==> src/adcirq_consts.svh <==
`ifndef ADCIRQ_CONSTS_SVH
`define ADCIRQ_CONSTS_SVH

// register bus geometry
`define ADCIRQ_ADDR_W       12
`define ADCIRQ_DATA_W       32

// register offsets (byte addresses)
`define ADCIRQ_EVT_BASE     12'h100
`define ADCIRQ_STOPPED_OFS  12'h114
`define ADCIRQ_UPPER_OFS    12'h118
`define ADCIRQ_LOWER_OFS    12'h11c
`define ADCIRQ_CH_STRIDE    12'h008
`define ADCIRQ_MASK_OFS     12'h300

// reset values
`define ADCIRQ_EVT_RST      22'h000000
`define ADCIRQ_MASK_RST     22'h000000

// event and channel counts, field layout
`define ADCIRQ_NUM_EVT      22
`define ADCIRQ_NUM_CH       8
`define ADCIRQ_RES_W        16
`define ADCIRQ_IDX_STARTED  5'h00
`define ADCIRQ_IDX_FILLED   5'h01
`define ADCIRQ_IDX_DONE     5'h02
`define ADCIRQ_IDX_RESULT   5'h03
`define ADCIRQ_IDX_CAL      5'h04
`define ADCIRQ_IDX_STOPPED  5'h05
`define ADCIRQ_IDX_CH0_UP   5'h06
`define ADCIRQ_IDX_CH0_LO   5'h07
`define ADCIRQ_IDX_CH1_UP   5'h08
`define ADCIRQ_IDX_CH1_LO   5'h09

// bus answers
`define ADCIRQ_RESP_OKAY    2'h0
`define ADCIRQ_RESP_DECERR  2'h3

`endif

==> src/adcirq_pkg.sv <==
package adcirq_pkg;

  typedef logic [21:0]        adcirq_evt_t;
  typedef logic [4:0]         adcirq_idx_t;
  typedef logic [2:0]         adcirq_chan_t;
  typedef logic signed [15:0] adcirq_sample_t;
  typedef logic [11:0]        adcirq_addr_t;

endpackage

==> src/adcirq_limit_cmp.sv <==
`timescale 1ns/100ps
`default_nettype none

// signed compare of one result against a channel's limit pair
module adcirq_limit_cmp (
  // sample and limits
  input  wire logic signed [15:0] sample,
  input  wire logic signed [15:0] upper_limit,
  input  wire logic signed [15:0] lower_limit,
  // compare outcome
  output logic                    upper_threshold_hit,
  output logic                    lower_threshold_hit
);

  assign upper_threshold_hit = (sample >= upper_limit);
  assign lower_threshold_hit = (sample <= lower_limit);

endmodule

`default_nettype wire

==> src/adcirq_top.sv <==
// Operation
// channel result at or above upper sets flag
// channel result at or below lower sets flag
// mask resets to zero, bit 0 gates started
// mask bit 1 gates buffer filled
// mask bit 2 gates conversion task done
// mask bit 3 gates result ready
// mask bit 4 gates offset calibration complete
// mask bit 5 gates converter halted
// mask bit 6 gates channel 0 upper hit
// mask bit 7 gates channel 0 lower hit
// mask bits 8, 9 gate channel 1 hits
// halted flag set on stop, zero write clears
// interrupt high while enabled flag is set
// mask bits 10..21 gate channels 2..7 hits
//
// Chosen here: register access over AXI4-Lite.
`timescale 1ns/100ps
`default_nettype none
`include "adcirq_consts.svh"

module adcirq_top (
  // clock and reset
  input  wire logic                         clock,
  input  wire logic                         sys_rst,
  // axi4-lite write address
  input  wire logic                         s_axi_awvalid,
  output logic                              s_axi_awready,
  input  wire logic [11:0]                  s_axi_awaddr,
  input  wire logic [2:0]                   s_axi_awprot,
  // axi4-lite write data
  input  wire logic                         s_axi_wvalid,
  output logic                              s_axi_wready,
  input  wire logic [31:0]                  s_axi_wdata,
  input  wire logic [3:0]                   s_axi_wstrb,
  // axi4-lite write response
  output logic                              s_axi_bvalid,
  input  wire logic                         s_axi_bready,
  output logic [1:0]                        s_axi_bresp,
  // axi4-lite read address
  input  wire logic                         s_axi_arvalid,
  output logic                              s_axi_arready,
  input  wire logic [11:0]                  s_axi_araddr,
  input  wire logic [2:0]                   s_axi_arprot,
  // axi4-lite read data
  output logic                              s_axi_rvalid,
  input  wire logic                         s_axi_rready,
  output logic [31:0]                       s_axi_rdata,
  output logic [1:0]                        s_axi_rresp,
  // converter event pulses
  input  wire logic                         conv_started,
  input  wire logic                         buffer_filled,
  input  wire logic                         task_done,
  input  wire logic                         result_ready,
  input  wire logic                         offset_cal_complete,
  input  wire logic                         conv_halted,
  // latest result per conversion
  input  wire logic                         result_valid,
  input  wire logic [2:0]                   result_channel,
  input  wire logic signed [15:0]           result_value,
  // per-channel limits
  input  wire logic [7:0][15:0]             channel_upper_threshold,
  input  wire logic [7:0][15:0]             channel_lower_threshold,
  // interrupt
  output logic                              irq
);

  // address decode helpers
  function automatic logic evt_hit(input adcirq_pkg::adcirq_addr_t a);
    adcirq_pkg::adcirq_addr_t off;
    off     = a - `ADCIRQ_EVT_BASE;
    evt_hit = (a >= `ADCIRQ_EVT_BASE) && (a[1:0] == 2'h0)
              && (off[11:2] < 10'(`ADCIRQ_NUM_EVT));
  endfunction

  function automatic adcirq_pkg::adcirq_idx_t evt_idx(input adcirq_pkg::adcirq_addr_t a);
    adcirq_pkg::adcirq_addr_t off;
    off     = a - `ADCIRQ_EVT_BASE;
    evt_idx = off[6:2];
  endfunction

  function automatic adcirq_pkg::adcirq_idx_t lim_idx(input adcirq_pkg::adcirq_chan_t c,
                                                     input logic lower);
    adcirq_pkg::adcirq_addr_t ofs;
    ofs     = (lower ? `ADCIRQ_LOWER_OFS : `ADCIRQ_UPPER_OFS)
              + 12'({9'h000, c} * `ADCIRQ_CH_STRIDE);
    lim_idx = evt_idx(ofs);
  endfunction

  // write channel state
  logic                      aw_ok_ff;
  adcirq_pkg::adcirq_addr_t  awaddr_ff;
  logic                      w_ok_ff;
  logic [31:0]               wdata_ff;
  logic [3:0]                wstrb_ff;
  logic                      bvalid_ff;
  logic [1:0]                bresp_ff;
  // read channel state
  logic                      rvalid_ff;
  logic [31:0]               rdata_ff;
  logic [1:0]                rresp_ff;
  // block state
  adcirq_pkg::adcirq_evt_t   evt_ff;
  adcirq_pkg::adcirq_evt_t   mask_ff;

  // next values
  logic                      nxt_aw_ok_ff;
  logic                      nxt_w_ok_ff;
  logic                      nxt_bvalid_ff;
  logic                      nxt_rvalid_ff;
  adcirq_pkg::adcirq_evt_t   nxt_evt_ff;
  adcirq_pkg::adcirq_evt_t   nxt_mask_ff;

  // handshakes
  wire logic aw_take  = s_axi_awvalid & s_axi_awready;
  wire logic w_take   = s_axi_wvalid & s_axi_wready;
  wire logic ar_take  = s_axi_arvalid & s_axi_arready;
  wire logic wr_fire  = aw_ok_ff & w_ok_ff & ~bvalid_ff;

  // write decode
  wire logic                    wr_evt_hit  = evt_hit(awaddr_ff);
  wire adcirq_pkg::adcirq_idx_t wr_evt_idx  = evt_idx(awaddr_ff);
  wire logic                    wr_mask_hit = (awaddr_ff == `ADCIRQ_MASK_OFS);
  wire logic                    wr_mapped   = wr_evt_hit | wr_mask_hit;
  wire adcirq_pkg::adcirq_evt_t wr_evt_sel  =
    (wr_fire && wr_evt_hit && wstrb_ff[0]) ? (22'h000001 << wr_evt_idx) : 22'h000000;
  wire adcirq_pkg::adcirq_evt_t wr_byte_en  =
    {{6{wstrb_ff[2]}}, {8{wstrb_ff[1]}}, {8{wstrb_ff[0]}}};
  wire logic                    wr_mask_sel = wr_fire & wr_mask_hit;

  // read decode
  wire logic                    rd_evt_hit  = evt_hit(s_axi_araddr);
  wire adcirq_pkg::adcirq_idx_t rd_evt_idx  = evt_idx(s_axi_araddr);
  wire logic                    rd_mask_hit = (s_axi_araddr == `ADCIRQ_MASK_OFS);
  wire logic [31:0]             rd_data     =
    rd_evt_hit  ? {31'h00000000, evt_ff[rd_evt_idx]} :
    rd_mask_hit ? {10'h000, mask_ff} : 32'h00000000;
  wire logic [1:0]              rd_resp     =
    (rd_evt_hit | rd_mask_hit) ? `ADCIRQ_RESP_OKAY : `ADCIRQ_RESP_DECERR;

  // limit compare on the reporting channel
  logic                    up_hit;
  logic                    lo_hit;
  adcirq_limit_cmp u_cmp (
    .sample              (result_value),
    .upper_limit         (channel_upper_threshold[result_channel]),
    .lower_limit         (channel_lower_threshold[result_channel]),
    .upper_threshold_hit (up_hit),
    .lower_threshold_hit (lo_hit)
  );

  wire adcirq_pkg::adcirq_idx_t up_idx = lim_idx(result_channel, 1'b0);
  wire adcirq_pkg::adcirq_idx_t lo_idx = lim_idx(result_channel, 1'b1);
  wire adcirq_pkg::adcirq_evt_t up_set =
    (result_valid && up_hit) ? (22'h000001 << up_idx) : 22'h000000;
  wire adcirq_pkg::adcirq_evt_t lo_set =
    (result_valid && lo_hit) ? (22'h000001 << lo_idx) : 22'h000000;

  // hardware event sets, positions match the mask layout
  wire adcirq_pkg::adcirq_evt_t evt_set = up_set | lo_set
    | {16'h0000, conv_halted, offset_cal_complete, result_ready,
       task_done, buffer_filled, conv_started};

  // set wins over a same-cycle write of zero
  assign nxt_evt_ff  = evt_set
                     | (wr_evt_sel & {22{wdata_ff[0]}})
                     | (~wr_evt_sel & evt_ff);
  assign nxt_mask_ff = wr_mask_sel
                     ? ((wdata_ff[21:0] & wr_byte_en) | (mask_ff & ~wr_byte_en))
                     : mask_ff;

  assign nxt_aw_ok_ff  = wr_fire ? 1'b0 : (aw_ok_ff | aw_take);
  assign nxt_w_ok_ff   = wr_fire ? 1'b0 : (w_ok_ff | w_take);
  assign nxt_bvalid_ff = wr_fire | (bvalid_ff & ~s_axi_bready);
  assign nxt_rvalid_ff = ar_take | (rvalid_ff & ~s_axi_rready);

  // block state
  always_ff @(posedge clock) begin
    if (sys_rst) begin
      evt_ff  <= `ADCIRQ_EVT_RST;
      mask_ff <= `ADCIRQ_MASK_RST;
    end else begin
      evt_ff  <= nxt_evt_ff;
      mask_ff <= nxt_mask_ff;
    end
  end

  // write channel
  always_ff @(posedge clock) begin
    if (sys_rst) begin
      aw_ok_ff  <= 1'b0;
      w_ok_ff   <= 1'b0;
      bvalid_ff <= 1'b0;
    end else begin
      aw_ok_ff  <= nxt_aw_ok_ff;
      w_ok_ff   <= nxt_w_ok_ff;
      bvalid_ff <= nxt_bvalid_ff;
    end
  end

  always_ff @(posedge clock) begin
    if (sys_rst) begin
      awaddr_ff <= 12'h000;
      wdata_ff  <= 32'h00000000;
      wstrb_ff  <= 4'h0;
      bresp_ff  <= `ADCIRQ_RESP_OKAY;
    end else begin
      if (aw_take) begin
        awaddr_ff <= s_axi_awaddr;
      end
      if (w_take) begin
        wdata_ff <= s_axi_wdata;
        wstrb_ff <= s_axi_wstrb;
      end
      if (wr_fire) begin
        bresp_ff <= wr_mapped ? `ADCIRQ_RESP_OKAY : `ADCIRQ_RESP_DECERR;
      end
    end
  end

  // read channel
  always_ff @(posedge clock) begin
    if (sys_rst) begin
      rvalid_ff <= 1'b0;
      rdata_ff  <= 32'h00000000;
      rresp_ff  <= `ADCIRQ_RESP_OKAY;
    end else begin
      rvalid_ff <= nxt_rvalid_ff;
      if (ar_take) begin
        rdata_ff <= rd_data;
        rresp_ff <= rd_resp;
      end
    end
  end

  assign s_axi_awready = ~aw_ok_ff;
  assign s_axi_wready  = ~w_ok_ff;
  assign s_axi_bvalid  = bvalid_ff;
  assign s_axi_bresp   = bresp_ff;
  assign s_axi_arready = ~rvalid_ff;
  assign s_axi_rvalid  = rvalid_ff;
  assign s_axi_rdata   = rdata_ff;
  assign s_axi_rresp   = rresp_ff;

  // interrupt: any enabled flag
  assign irq = |(evt_ff & mask_ff);
endmodule

`default_nettype wire
==> config.mk <==
export PLATFORM = sky130hd
export DESIGN_NAME = adcirq_top
export DESIGN_NICKNAME = d
export VERILOG_FILES = /design/src/adcirq_pkg.sv /design/src/adcirq_limit_cmp.sv /design/src/adcirq_top.sv
export VERILOG_INCLUDE_DIRS = /design/src
export SDC_FILE = /design/constraint.sdc
export NUM_CORES = 1
export LEC_CHECK = 0
export ABC_AREA = 1
export BUFFER_PORTS_ARGS = -buffer_cell sky130_fd_sc_hd__buf_2
export CORE_AREA = 8 8 147 149
export CTS_BUF_LIST = sky130_fd_sc_hd__clkbuf_16
export DETAILED_ROUTE_END_ITERATION = 6
export DIE_AREA = 0 0 155 157
export PLACE_DENSITY = 0.71
export SLEW_MARGIN = 20
export SYNTH_ARGS = -nofsm -noshare
export SYNTH_HDL_FRONTEND = slang
export SYNTH_SLANG_ARGS = --single-unit
==> constraint.sdc <==
create_clock -name clock -period 2.58 [get_ports clock]
set_clock_uncertainty 0.15 [all_clocks]
set_input_delay 0.129 -clock clock [delete_from_list [all_inputs] [get_ports clock]]
set_output_delay 0.129 -clock clock [all_outputs]
set_load 0.01 [all_outputs]
==> results.md <==
- Final WL: 31760 um
- DR vias: 9329
- Row Count: 51
- Seq/Total Area, Yosys: 0.3001
- Startpoint types: input port
- Root buffer cell: clkbuf_16
- Area leader, netlist: dfxtp_1
- Fin util: 0.5436
- Core box area: 19210 um2
- Die Wd: 155 um
- PortBufs: 369
- Worst-Margin Slew: 0.8119 ns
- # DRC: 0
- Die span in y: 157 um
- Max rail drop VDD: 0.2949 mV
- Minimum clock period: 2.326 ns
- WP data arrival: 2.45 ns
- Reg power frac: 0.411
- First-pass GRT wire length: 48550 um
- Hold crit path type: in -> reg
- Htree depth: 3
- Synth unique cells: 37
- Max-Slew Margin vs Limit: 0.4581
- Status: completed
- Unrepaired setup endpoints after global routing: false
- Initial Util: 0.3785
- Req. time, crit path: 2.71 ns
- Peak Freq: 0.4299 GHz
- Syn avg cell area: 6.406 um2
- Top cells by area, synth: dfxtp_1 (30%), nand2_1 (13%), o21ai_0 (8.2%)
- CTS tree: built
- Endpoint class of the critical path: flop
- Post-DP HPWL: 25400 um
- Crit path max fanout: 27
- # Post-CTS Setup Buffers: 0
- Initial antenna violation count: 3
- Pin count of the biggest net entering global routing: 41
- Clk network pwr share: 0.304
- Area of the mapped netlist: 7271 um2
- #FFs+latches synth: 109
- Top-area cell type share of the netlist area: 0.3001
- WL/cell: 17.47 um
- Drt first-iter violations: 659
- Number of fill cells: 1911
- Placed cell count: 1751
- Die Area: 24340 um2
- Cells after Synth: 1135
- Synth warn: 0
- GPL Wtd Cong: 0.9128
- Final #Nets: 1932
- Vias/cell: 5.131
- DRT Pass-1 Iters: 7
- Max-cap violations: 0
- Clk slew on worst S/H paths: 0.07 ns
- Total CTS buffers: 9
- Vias in the first global route: 9128
- Gr ovfl total: 0
- Layout cells sized above 1: 0.3013
- Max-slew violations: 0
- Switching power: 1.400 mW
- Cell Pwr Density: 420.9 nW/um2
- Total global-route track usage: 0.2495
- Crit Path Class: in -> reg
- Clock sink count: 109
- Leak pwr: 4.936 nW
- Clk_lat worst skew: 0.35 ns
- Syn-to-layout area delta: 43.61%
- Antenna viol nets, final: 0
- Final Cycle Share: 0.9015
- Final setup fails: 0
- Sw frac: 0.3185
- P_int: 2.995 mW
- Non-filler cells, final: 1818
- Final hold violation count: 0
- Num ports: 397
- Clk buf depth: 2
- Combinational Power Share: 0.285
==> worst paths after layout <==
check	startpoint	to	slack, ns	cells after the start
hold / removal	s_axi_araddr[6]	s_axi_rdata[0]$_SDFFE_PP0P_	0.02	4
setup reg to reg	awaddr_ff[1]$_SDFFE_PP0P_	flop	0.37	7
setup / recovery	result_channel[0]	evt_ff[7]$_SDFF_PP0_	0.25	15
hold reg to reg	s_axi_rdata[7]$_SDFFE_PP0P_	s_axi_rdata[7]$_SDFFE_PP0P_	0.31	2
==> per-stage QoR <==
step                      cell area [um2]  power, mW  worst slack, ns  hold WS (ns)  setup TNS (ns)
after floorplan                      7305      2.453          0.04394        0.1092               0
after global placement               9608      2.986          -0.3402        0.2016          -3.833
after detailed placement             9608      2.997          -0.3748        0.2101          -4.799
after CTS                           10360      4.369       0.00008327       0.01083               0
after global routing                10440      4.639         0.006302       0.02211               0
final                               10440      4.394           0.2541       0.01804               0
==> cells in the final DEF (no fill, tap or decap), drive strengths merged <==
master / netlist / final
nand4: 37 / 37
nor2: 122 / 122
ha: 32 / 32
clkbuf: 48 / 10
nand2: 260 / 260
a22oi: 66 / 66
a221oi: 2 / 2
a22o: 3 / 3
nand3: 89 / 89
o21ai: 129 / 129
buf: 29 / 419
a21o: 2 / 2
inv: 87 / 91
a221o: 1 / 1
dlygate4sd3: 0 / 47
o211ai: 3 / 3
a31oi: 4 / 4
dfxtp: 109 / 109
a21oi: 82 / 82
conb: 1 / 10
diode: 0 / 3
nor4: 6 / 6
o22ai: 1 / 1
clkinv: 1 / 3
a211oi: 1 / 1
clkinvlp: 0 / 1
o21bai: 1 / 1
nor3: 18 / 18
o21a: 1 / 1
==> Yosys cell counts <==
cell,instances
a31oi_1,4
buf_1,12
nand3_2,1
nor2_1,113
a22o_1,3
a21oi_2,4
clkinv_1,1
o211ai_1,3
o21a_1,1
o21ai_1,10
conb_1,1
a21oi_1,78
o21ai_0,119
nor4_1,6
inv_1,82
ha_1,32
nand3_4,1
o22ai_1,1
buf_4,12
nand3_1,87
nand2_2,1
dfxtp_1,109
a221o_1,1
a21o_1,2
a211oi_1,1
buf_2,5
nor3_4,1
nand2_1,259
nor2_2,7
nor3_1,17
o21bai_1,1
a22oi_1,66
nor2_4,2
a221oi_1,2
clkbuf_1,48
nand4_1,37
inv_2,5
==> worst max-delay path, stage by stage <==
cell and delay [ns]:
buf_2 0.15, nand2_1 0.12, inv_2 0.07, buf_12 0.16, nand2_1 0.07, nand4_1 0.13
o21ai_1 0.33, ha_1 0.33, a21oi_1 0.16, nand2_1 0.06, a21oi_1 0.18, nand3_1 0.15
nand3_4 0.15, nand3_1 0.09, a21oi_1 0.14
==> cells by family after synthesis <==
family	share of synthesized area
adder cells (fa/ha/maj)	0.05507
other	0.0005158
AO/OA/AOI/OAI	0.2354
AND/OR/NAND/NOR	0.3166
flip-flops	0.3001
buffers and inverters	0.09224
==> per-layer routing <==
layer / GRT usage / vias to the layer above / share of wire
met2: 0.4290 / 389 / 0.48
met4: 0.05040 / 4 / 0.017
met1: 0.3124 / 4207 / 0.42
met3: 0.05840 / 47 / 0.083
li1: - / 4682 / -
met5: 0 / - / 0.00057
==> area by class of cell <==
| type | instances | area [um2] | area share |
|---|---|---|---|
| timing repair buffer | 467 | 2793 | 0.2675 |
| clock buffer | 9 | 225.2 | 0.02157 |
| multi-input combinational | 870 | 4512 | 0.4321 |
| antenna | 3 | 7.507 | 0.0007190 |
| tap | 265 | 331.6 | 0.03176 |
| sequential | 109 | 2182 | 0.2090 |
| clock inverter | 7 | 57.56 | 0.005512 |
| inverter | 88 | 332.8 | 0.03188 |
==> repair_timing <==
| action | CTS | global route |
|---|---|---|
| setup endpoints to repair | 4 | 16 |
| hold buffers | 47 | 0 |
| gates cloned | 0 | 1 |
| resized for setup | 1 | 14 |
| pin swaps | 0 | 3 |
| endpoints found under the hold margin | 47 | 0 |
==> power groups by stage <==
stage / sequential (mW) / clock, mW / combinational (mW)
after global routing: 1.81 / 1.42 / 1.40
after global placement: 1.84 / 0 / 1.15
final: 1.81 / 1.34 / 1.25
after floorplan: 1.83 / 0 / 0.625
after detailed placement: 1.84 / 0 / 1.16
after CTS: 1.80 / 1.35 / 1.22
Note: power is estimated with default switching activity, not from simulation.
